$ cat config.mk
export PLATFORM = sky130hd
export DESIGN_NAME = cell_admission_vc_queue_manager
export DESIGN_NICKNAME = d
export VERILOG_FILES = /design/src/common/cell_admission_pkg.sv /design/src/hdl/cell_admission_vc_queue_manager.sv
export SDC_FILE = /design/constraint.sdc
export NUM_CORES = 2
export LEC_CHECK = 0
export BUFFER_PORTS_ARGS = -buffer_cell sky130_fd_sc_hd__buf_2
export CORE_MARGIN = 3
export CORE_UTILIZATION = 40
export CTS_CLUSTER_SIZE = 24
export DETAILED_ROUTE_END_ITERATION = 8
export GPL_TIMING_DRIVEN = 0
export SLEW_MARGIN = 20
export SYNTH_ARGS = -nofsm -noshare
export SYNTH_HDL_FRONTEND = slang
export SYNTH_SLANG_ARGS = --single-unit
$ cat constraint.sdc
create_clock -name clk_sys_in -period 9.2 [get_ports clk_sys_in]
set_clock_uncertainty 0.05 [all_clocks]
set_input_delay 0.92 -clock clk_sys_in [delete_from_list [all_inputs] [get_ports clk_sys_in]]
set_output_delay 0.92 -clock clk_sys_in [all_outputs]
set_load 0.01 [all_outputs]
$ cat src/common/cell_admission_pkg.sv
package cell_admission_pkg;
  // ********************************************************
  // register byte offsets
  // ********************************************************
  localparam logic [7:0] OFS_THR_CLP1    = 8'h00;
  localparam logic [7:0] OFS_THR_ALL     = 8'h04;
  localparam logic [7:0] OFS_THR_EPD     = 8'h08;
  localparam logic [7:0] OFS_THR_MARK    = 8'h0C;
  localparam logic [7:0] OFS_THR_ALARM   = 8'h10;
  localparam logic [7:0] OFS_CONN_SEL    = 8'h14;
  localparam logic [7:0] OFS_CONN_CFG    = 8'h18;
  localparam logic [7:0] OFS_STATUS      = 8'h1C;
  localparam logic [7:0] OFS_DISCARD_CNT = 8'h20;
  // ********************************************************
  // field positions
  // ********************************************************
  localparam int CFG_POLICE_BIT   = 0;
  localparam int CFG_CLASS_LSB    = 1;
  localparam int CLASS_W          = 2;
  localparam int STAT_ALARM_BIT   = 16;
  localparam int STAT_READY_BIT   = 17;
  // ********************************************************
  // reset values
  // ********************************************************
  localparam logic [15:0] RST_THR_CLP1  = 16'h0030;
  localparam logic [15:0] RST_THR_ALL   = 16'h0040;
  localparam logic [15:0] RST_THR_EPD   = 16'h0038;
  localparam logic [15:0] RST_THR_MARK  = 16'h0020;
  localparam logic [15:0] RST_THR_ALARM = 16'h0030;
  localparam logic [31:0] ZERO_WORD     = 32'h0000_0000;
  // ********************************************************
  // manager states
  // ********************************************************
  typedef enum logic [1:0] {
    ST_INIT = 2'b01,
    ST_RUN  = 2'b10
  } mgr_state_t;
endpackage

$ cat src/hdl/cell_admission_vc_queue_manager.sv
`timescale 1ns/1ps
// Functional notes
// - connection entry decides policing and conformance
// - unpoliced or conforming cells continue
// - policed nonconforming cells are dropped
// - congestion uses entry and buffer occupancy
// - separate low-priority and total discard thresholds
// - either threshold starts partial packet discard
// - early packet discard refuses whole packets
// - marking threshold sets congestion bit
// - alarm raised above backpressure threshold
// - passing cells are admitted to buffer
// - discarded cells are removed from stream
// - upstream dropped cells still update packet state
// - one linked-list FIFO per connection
// - free cells kept on a LIFO stack
// - elements carry next pointer and cell data
// - front and back pointers per connection
// - one global free stack top pointer
// - initialize, enqueue and dequeue operations
// - connection active while its queue nonempty
// - new session schedules connection in class
// - cells handled strictly in order
// - fixed stage order up to enqueue
module cell_admission_vc_queue_manager #(
  parameter int CONN_AW = 4,
  parameter int CELL_AW = 6,
  parameter int DATA_W  = 32
) (
  // clock and reset
  input  wire logic                clk_sys_in,
  input  wire logic                reset_in,
  // register bus
  input  wire logic [7:0]          avs_address_in,
  input  wire logic                avs_read_in,
  input  wire logic                avs_write_in,
  input  wire logic [31:0]         avs_writedata_in,
  input  wire logic [3:0]          avs_byteenable_in,
  output logic      [31:0]         avs_readdata_out,
  output logic                     avs_waitrequest_out,
  // arriving cells
  input  wire logic                cell_valid_in,
  output logic                     cell_ready_out,
  input  wire logic [CONN_AW-1:0]  cell_conn_in,
  input  wire logic [DATA_W-1:0]   cell_data_in,
  input  wire logic                cell_clp_in,
  input  wire logic                cell_eop_in,
  input  wire logic                cell_conform_in,
  input  wire logic                cell_dropped_in,
  // dequeue port
  input  wire logic                deq_req_in,
  input  wire logic [CONN_AW-1:0]  deq_conn_in,
  output logic                     deq_valid_out,
  output logic      [DATA_W-1:0]   deq_data_out,
  output logic                     deq_clp_out,
  output logic                     deq_mark_out,
  // scheduling and alarm
  output logic                     sched_valid_out,
  output logic      [CONN_AW-1:0]  sched_conn_out,
  output logic      [1:0]          sched_class_out,
  output logic                     fabric_backpressure_alarm_out
);
  localparam int CONNS = 1 << CONN_AW;
  localparam int CELLS = 1 << CELL_AW;
  localparam int OCC_W = CELL_AW + 1;

  // ********************************************************
  // storage
  // ********************************************************
  logic [DATA_W+1:0]   cell_mem [CELLS];
  logic [CELL_AW-1:0]  next_link [CELLS];
  logic [CELL_AW-1:0]  queue_front_pointer [CONNS];
  logic [CELL_AW-1:0]  queue_back_pointer [CONNS];
  logic [CONNS-1:0]    conn_active;
  logic [CONNS-1:0]    cfg_police;
  logic [1:0]          cfg_class [CONNS];
  logic [CONNS-1:0]    in_packet;
  logic [CONNS-1:0]    ppd_active;
  logic [CONNS-1:0]    epd_active;
  logic [CELL_AW-1:0]  free_stack_top_pointer;
  logic [CELL_AW-1:0]  init_idx;
  cell_admission_pkg::mgr_state_t state;
  logic [OCC_W-1:0]    occ_all;
  logic [OCC_W-1:0]    occ_clp1;
  logic [15:0]         thr_clp1;
  logic [15:0]         thr_all;
  logic [15:0]         thr_epd;
  logic [15:0]         thr_mark;
  logic [15:0]         thr_alarm;
  logic [CONN_AW-1:0]  conn_sel;
  logic [31:0]         discard_cnt;
  logic                bus_ack;

  function automatic logic over_thr(input logic [OCC_W-1:0] occ, input logic [15:0] thr);
    over_thr = {{(16-OCC_W){1'b0}}, occ} >= thr;
  endfunction

  // ********************************************************
  // admission decision
  // ********************************************************
  logic cell_take;
  logic deq_take;
  logic police_drop;
  logic free_empty;
  logic thr_cell;
  logic epd_hit;
  logic thr_drop;
  logic admit;
  logic mark_now;
  logic deq_clp_cell;

  assign free_empty     = occ_all == OCC_W'(CELLS);
  assign cell_ready_out = (state == cell_admission_pkg::ST_RUN) && !deq_req_in;
  assign cell_take      = cell_valid_in && cell_ready_out;
  assign deq_take       = (state == cell_admission_pkg::ST_RUN) && deq_req_in && conn_active[deq_conn_in];
  assign deq_clp_cell   = cell_mem[queue_front_pointer[deq_conn_in]][DATA_W+1];

  always_comb begin
    police_drop = cfg_police[cell_conn_in] && !cell_conform_in;
    thr_cell    = over_thr(occ_all, thr_all) || (cell_clp_in && over_thr(occ_clp1, thr_clp1));
    epd_hit     = !in_packet[cell_conn_in] && over_thr(occ_all, thr_epd);
    thr_drop    = ppd_active[cell_conn_in] || epd_active[cell_conn_in] || thr_cell || epd_hit || free_empty;
    admit       = cell_take && !cell_dropped_in && !police_drop && !thr_drop;
    mark_now    = over_thr(occ_all, thr_mark);
  end

  // ********************************************************
  // packet discard state per connection
  // ********************************************************
  always_ff @(posedge clk_sys_in) begin
    if (reset_in) begin
      in_packet  <= '0;
      ppd_active <= '0;
      epd_active <= '0;
    end else if (cell_take && !(police_drop && !cell_dropped_in)) begin
      if (cell_eop_in) begin
        in_packet[cell_conn_in]  <= 1'b0;
        ppd_active[cell_conn_in] <= 1'b0;
        epd_active[cell_conn_in] <= 1'b0;
      end else begin
        in_packet[cell_conn_in] <= 1'b1;
        if (!cell_dropped_in && epd_hit) begin
          epd_active[cell_conn_in] <= 1'b1;
        end else if (!cell_dropped_in && (thr_cell || free_empty)) begin
          ppd_active[cell_conn_in] <= 1'b1;
        end
      end
    end
  end

  // ********************************************************
  // linked-list queues and free stack
  // ********************************************************
  always_ff @(posedge clk_sys_in) begin
    if (reset_in) begin
      state                  <= cell_admission_pkg::ST_INIT;
      init_idx               <= '0;
      free_stack_top_pointer <= '0;
      conn_active            <= '0;
    end else begin
      case (state)
        cell_admission_pkg::ST_INIT: begin
          next_link[init_idx] <= init_idx + CELL_AW'(1);
          init_idx            <= init_idx + CELL_AW'(1);
          if (init_idx == CELL_AW'(CELLS - 1)) begin
            state <= cell_admission_pkg::ST_RUN;
          end
        end
        default: begin
          if (admit) begin
            cell_mem[free_stack_top_pointer]  <= {cell_clp_in, mark_now, cell_data_in};
            free_stack_top_pointer            <= next_link[free_stack_top_pointer];
            queue_back_pointer[cell_conn_in]  <= free_stack_top_pointer;
            conn_active[cell_conn_in]         <= 1'b1;
            if (conn_active[cell_conn_in]) begin
              next_link[queue_back_pointer[cell_conn_in]] <= free_stack_top_pointer;
            end else begin
              queue_front_pointer[cell_conn_in] <= free_stack_top_pointer;
            end
          end else if (deq_take) begin
            queue_front_pointer[deq_conn_in] <= next_link[queue_front_pointer[deq_conn_in]];
            next_link[queue_front_pointer[deq_conn_in]] <= free_stack_top_pointer;
            free_stack_top_pointer <= queue_front_pointer[deq_conn_in];
            if (queue_front_pointer[deq_conn_in] == queue_back_pointer[deq_conn_in]) begin
              conn_active[deq_conn_in] <= 1'b0;
            end
          end
        end
      endcase
    end
  end

  // ********************************************************
  // occupancy counters
  // ********************************************************
  always_ff @(posedge clk_sys_in) begin
    if (reset_in) begin
      occ_all  <= '0;
      occ_clp1 <= '0;
    end else if (admit) begin
      occ_all <= occ_all + OCC_W'(1);
      if (cell_clp_in) begin
        occ_clp1 <= occ_clp1 + OCC_W'(1);
      end
    end else if (deq_take) begin
      occ_all <= occ_all - OCC_W'(1);
      if (deq_clp_cell) begin
        occ_clp1 <= occ_clp1 - OCC_W'(1);
      end
    end
  end

  // ********************************************************
  // outputs: dequeue, schedule, alarm
  // ********************************************************
  always_ff @(posedge clk_sys_in) begin
    if (reset_in) begin
      deq_valid_out <= 1'b0;
      deq_data_out  <= '0;
      deq_clp_out   <= 1'b0;
      deq_mark_out  <= 1'b0;
    end else begin
      deq_valid_out <= deq_take;
      if (deq_take) begin
        {deq_clp_out, deq_mark_out, deq_data_out} <= cell_mem[queue_front_pointer[deq_conn_in]];
      end
    end
  end

  always_ff @(posedge clk_sys_in) begin
    if (reset_in) begin
      sched_valid_out <= 1'b0;
      sched_conn_out  <= '0;
      sched_class_out <= '0;
    end else begin
      sched_valid_out <= admit && !conn_active[cell_conn_in];
      if (admit) begin
        sched_conn_out  <= cell_conn_in;
        sched_class_out <= cfg_class[cell_conn_in];
      end
    end
  end

  always_ff @(posedge clk_sys_in) begin
    if (reset_in) begin
      fabric_backpressure_alarm_out <= 1'b0;
    end else begin
      fabric_backpressure_alarm_out <= over_thr(occ_all, thr_alarm);
    end
  end

  always_ff @(posedge clk_sys_in) begin
    if (reset_in) begin
      discard_cnt <= '0;
    end else if (cell_take && !cell_dropped_in && !admit) begin
      discard_cnt <= discard_cnt + 32'h0000_0001;
    end
  end

  // ********************************************************
  // register bus slave
  // ********************************************************
  logic bus_req;
  logic bus_wr;
  assign bus_req             = avs_read_in || avs_write_in;
  assign avs_waitrequest_out = bus_req && !bus_ack;
  assign bus_wr              = avs_write_in && bus_ack;

  function automatic logic [15:0] merge16(input logic [15:0] old, input logic [31:0] wd, input logic [3:0] be);
    merge16 = {be[1] ? wd[15:8] : old[15:8], be[0] ? wd[7:0] : old[7:0]};
  endfunction

  always_ff @(posedge clk_sys_in) begin
    if (reset_in) begin
      bus_ack <= 1'b0;
    end else begin
      bus_ack <= bus_req && !bus_ack;
    end
  end

  always_ff @(posedge clk_sys_in) begin
    if (reset_in) begin
      thr_clp1   <= cell_admission_pkg::RST_THR_CLP1;
      thr_all    <= cell_admission_pkg::RST_THR_ALL;
      thr_epd    <= cell_admission_pkg::RST_THR_EPD;
      thr_mark   <= cell_admission_pkg::RST_THR_MARK;
      thr_alarm  <= cell_admission_pkg::RST_THR_ALARM;
      conn_sel   <= '0;
      cfg_police <= '0;
      for (int i = 0; i < CONNS; i++) begin
        cfg_class[i] <= '0;
      end
    end else if (bus_wr) begin
      if (avs_address_in == cell_admission_pkg::OFS_THR_CLP1) begin
        thr_clp1 <= merge16(thr_clp1, avs_writedata_in, avs_byteenable_in);
      end else if (avs_address_in == cell_admission_pkg::OFS_THR_ALL) begin
        thr_all <= merge16(thr_all, avs_writedata_in, avs_byteenable_in);
      end else if (avs_address_in == cell_admission_pkg::OFS_THR_EPD) begin
        thr_epd <= merge16(thr_epd, avs_writedata_in, avs_byteenable_in);
      end else if (avs_address_in == cell_admission_pkg::OFS_THR_MARK) begin
        thr_mark <= merge16(thr_mark, avs_writedata_in, avs_byteenable_in);
      end else if (avs_address_in == cell_admission_pkg::OFS_THR_ALARM) begin
        thr_alarm <= merge16(thr_alarm, avs_writedata_in, avs_byteenable_in);
      end else if (avs_address_in == cell_admission_pkg::OFS_CONN_SEL && avs_byteenable_in[0]) begin
        conn_sel <= avs_writedata_in[CONN_AW-1:0];
      end else if (avs_address_in == cell_admission_pkg::OFS_CONN_CFG && avs_byteenable_in[0]) begin
        cfg_police[conn_sel] <= avs_writedata_in[cell_admission_pkg::CFG_POLICE_BIT];
        cfg_class[conn_sel]  <= avs_writedata_in[cell_admission_pkg::CFG_CLASS_LSB +: cell_admission_pkg::CLASS_W];
      end
    end
  end

  always_ff @(posedge clk_sys_in) begin
    if (reset_in) begin
      avs_readdata_out <= cell_admission_pkg::ZERO_WORD;
    end else if (avs_read_in && !bus_ack) begin
      if (avs_address_in == cell_admission_pkg::OFS_THR_CLP1) begin
        avs_readdata_out <= {16'h0000, thr_clp1};
      end else if (avs_address_in == cell_admission_pkg::OFS_THR_ALL) begin
        avs_readdata_out <= {16'h0000, thr_all};
      end else if (avs_address_in == cell_admission_pkg::OFS_THR_EPD) begin
        avs_readdata_out <= {16'h0000, thr_epd};
      end else if (avs_address_in == cell_admission_pkg::OFS_THR_MARK) begin
        avs_readdata_out <= {16'h0000, thr_mark};
      end else if (avs_address_in == cell_admission_pkg::OFS_THR_ALARM) begin
        avs_readdata_out <= {16'h0000, thr_alarm};
      end else if (avs_address_in == cell_admission_pkg::OFS_CONN_SEL) begin
        avs_readdata_out <= {{(32-CONN_AW){1'b0}}, conn_sel};
      end else if (avs_address_in == cell_admission_pkg::OFS_CONN_CFG) begin
        avs_readdata_out <= {29'h0000_0000, cfg_class[conn_sel], cfg_police[conn_sel]};
      end else if (avs_address_in == cell_admission_pkg::OFS_STATUS) begin
        avs_readdata_out <= {14'h0000, state == cell_admission_pkg::ST_RUN, fabric_backpressure_alarm_out,
                             {(16-OCC_W){1'b0}}, occ_all};
      end else if (avs_address_in == cell_admission_pkg::OFS_DISCARD_CNT) begin
        avs_readdata_out <= discard_cnt;
      end else begin
        avs_readdata_out <= cell_admission_pkg::ZERO_WORD;
      end
    end
  end
endmodule

==> summary.md <==
The total I/O pin count was 171. From bottom edge to top edge, the die measures 567.6 um. For this run, the detailed router's first-pass iteration total came to 8. The highest layer touched by signal routing is met5. The clock sink count was 3094.

The total count of max-transition violations in the final report was 0; the later-pin clock latency in the skew report was 0.93 ns. Buffers inserted to repair hold after CTS numbered 0. In this run the remaining antenna-violating nets after routing total 0. The first global-routing pass estimated 567600 um of wire. Category of the worst setup path launch point: a flop.

The sum of routed wire segments on met1 is 159200 um, and the amount of wire on met2 after detailed routing is 184000 um. The floorplan die width was 567.6 um. The quantity of gates resized following cts came out at 0. Post-CTS timing repair inserted 0 buffers for setup. Fraction of registers with async set or reset after synthesis: 0.

Sequential area share after synthesis: 0.7118. The number of nets handed over by synthesis was 8522. The floorplan step defined a die boundary enclosing 0.3222 sq mm.

Setup repair after global routing left no endpoint under its margin. The overall power of the completed layout came out at 28.92 mW. For the maximum achievable frequency, the log shows 140.4 MHz.

TritonCTS built the clock tree. In this run the static leakage power is 47.33 nW. At the end of routability-driven placement, the weighted congestion stood at 0.9378.

Setup violations remaining at the end of the flow were counted as 0. The buffer depth of the longest clock path is 4, and the time the worst path needs with I/O delays and setup is 7.123 ns. Layout filler cell count: 26817. Of all nets on the critical path, the largest fanout is 21. After clock tree synthesis, the clock-pin slew on the worst setup and hold paths is 0.06 ns. The combined global-route utilization of all metal layers came out at 0.2423. The number of hold violations in the final report was 0. The data arrival time of the worst path is 7.69 ns, and the average routed wire per standard cell is 29.90 um. Detailed routing inserted a total of 80476 vias.

At the worst endpoint, the required time is 9.76 ns. The post-synthesis register bit count is 3094. The run finished with clean final reports.

The worst hold path class is primary input to flop. The core region is 0.3129 sq mm. The tools report the via count of the first global-routing pass as 77905. Critical path class: flop to flop. The final-stage net count is 9100, and the max-slew headroom at the worst pin is 0.1825. For the maximum VDD drop, the log shows 164.1 uV. Entering global routing, the biggest net connects 68 pins. The tree is rooted in a clkbuf_16. For this run, the leading register cell type out of synthesis is edfxtp_1. The count of unresolved DRC violations after routing came out at 0. The final clock period utilization by the worst path was 0.7742. The share of final-layout standard cells stronger than drive strength 1 was 0.1731; the total detailed-routing wirelength was 400100 um. The hold slack is 0.2428 ns, and the row count is 205.

STA classifies the critical path endpoint as a flop. The number of enable-type register cells in the synthesized netlist was 2784; the HPWL after detailed placement was 279400 um. For the total congestion overflow after global routing, the log shows 0. For the length of routed met3 wiring, the log shows 41200 um. The power per standard cell area was 198.3 mW/mm^2; the per-cell via count in the routed design was 6.014.

Yosys mapped the design onto 80 distinct sky130hd cell types. For the yosys synthesis warning count, the log shows 0. The total of max-cap violations is 0, and the starting density of the core is 0.4032. For the area of the mapped netlist, the log shows 0.1262 sq mm. At the pin with the least slew margin, the transition time is 1.218 ns.

The logs give 28 for the number of antenna violations at the first check in global routing and 11384 for the number of DRC markers in iteration 0. The clock tree synthesis step divided the H-tree into 5 levels. From synthesis to final layout, the design area changed by 15.60%. Synthesis produced 8379 cells. A synthesized cell averages 15.06 sq um. In this run, CTS created clock tree buffers numbering 325.

The number of buffer cells added on primary ports works out to 143.
[worst paths after layout]
| kind | end | startpoint | cells past startpoint | slack, ns |
|---|---|---|---|---|
| setup / recovery | cell_mem[7][2] | occ_all[0] | 16 | 2.08 |
| hold / removal | cell_mem[6][11] | cell_data_in[11] | 1 | 0.24 |
| setup reg to reg | cell_mem[7][2] | occ_all[0] | 16 | 2.08 |
| hold reg to reg | avs_readdata_out[2] | avs_readdata_out[2] | 2 | 0.41 |
[synthesized netlist by cell type (all sizes together) (131+ instances only)]
library cell / n / share of area
mux2i: 161 / 0.013
clkbuf: 316 / 0.0094
edfxtp: 2784 / 0.66
buf: 256 / 0.010
mux4: 523 / 0.093
nor2: 279 / 0.0083
a32oi: 165 / 0.011
nand3: 479 / 0.019
nand2: 1560 / 0.046
dfxtp: 310 / 0.049
nand4: 131 / 0.0065
a21oi: 360 / 0.014
nor3: 213 / 0.0085
[worst max-delay path: stages (launching register included)]
cell and delay, ns:
dfxtp_1 0.50, inv_1 0.29, ha_1 0.35, nand2b_1 0.14, a21o_1 0.18, a21o_1 0.18, a21o_1 0.17, a2111oi_1 0.92
o211a_1 0.26, buf_2 0.32, and2_1 0.17, buf_2 0.18, inv_1 0.11, nor3_1 0.59, nand4_1 1.03, nor2_4 1.03
buf_12 0.27
[stage by stage]
step	setup WS, ns	util	area, sq um	setup TNS, ns	cells
5_1_grt	2.070	0.4659	145800	0	13366
4_1_cts	2.185	0.4654	145600	0	13363
3_5_place_dp	2.099	0.4317	135100	0	12768
2_1_floorplan	2.552	-	126200	0	8379
3_3_place_gp	-2.054	0.4220	132100	-503.13	12662
6_report	2.077	0.4661	145800	0	13382
[cell usage in the layout, fill, tap and decap left out, types with 17 or more instances in the layout]
master     instances
a21o_1            19
a21oi_1          360
a221oi_1          20
a22oi_1          123
a31oi_1          125
a32oi_1          165
buf_1             61
buf_12            77
buf_16            26
buf_2            283
buf_4             55
bufinv_16         28
clkbuf_1         357
clkbuf_16        330
clkinv_1          74
clkinv_2          59
dfxtp_1          310
diode_2           17
edfxtp_1        2784
ha_1              47
inv_1             51
mux2i_1          159
mux4_2           523
nand2_1         1559
nand2b_1          28
nand3_1          479
nand4_1          130
nor2_1           213
nor2_4            65
nor2b_1           47
nor3_1           164
nor3_2            49
nor4_1            19
o21a_1            17
o21ai_0          106
xnor2_1           30
xor2_1            25
[cell type report]
type	count	area (sq um)	area share
diodes	17	42.54	0.0002917
multi-input cells	4661	34520	0.2367
clock buffers	394	8588	0.05889
well taps	4140	5180	0.03552
inverters	52	195.2	0.001338
plain buffers	572	2496	0.01712
clock inverters	201	1953	0.01339
flip-flops and latches	3094	89810	0.6158
repair buffers	251	3067	0.02103
[state kept, by name, indices dropped and copies added (netlist names), 7 cells and up, named ones only]
signal and count:
avs_readdata_out 32, cell_mem 2176, cfg_class 32, cfg_police 16
conn_active 16, deq_data_out 32, discard_cnt 32, next_link 384
occ_all 7, occ_clp1 7, queue_back_pointer 96, queue_front_pointer 96
thr_alarm 16, thr_all 16, thr_clp1 16, thr_epd 16
thr_mark 16
[logic make-up after synthesis]
family	share of synthesized area
DFF	0.7118
and+or+nand+nor	0.09750
AOI/OAI and AO/OA	0.05377
muxes	0.1070
buffers and inverters	0.02114
xor gates and xnor gates	0.003818
adders and majority gates	0.004978
[power by group]
part | switching, mW | internal (mW) | total, mW
Clock | 5.60 | 7.48 | 13.1
Sequential | 0.0115 | 15.3 | 15.3
Combinational | 0.415 | 0.113 | 0.527
[routing by layer]
metal | global-route usage | vias to the layer above
li1 | - | 33664
met1 | 0.3392 | 41376
met2 | 0.3771 | 4644
met3 | 0.04825 | 786
met4 | 0.08648 | 6
met5 | 0 | -
Power figures use the tool's default switching activity.
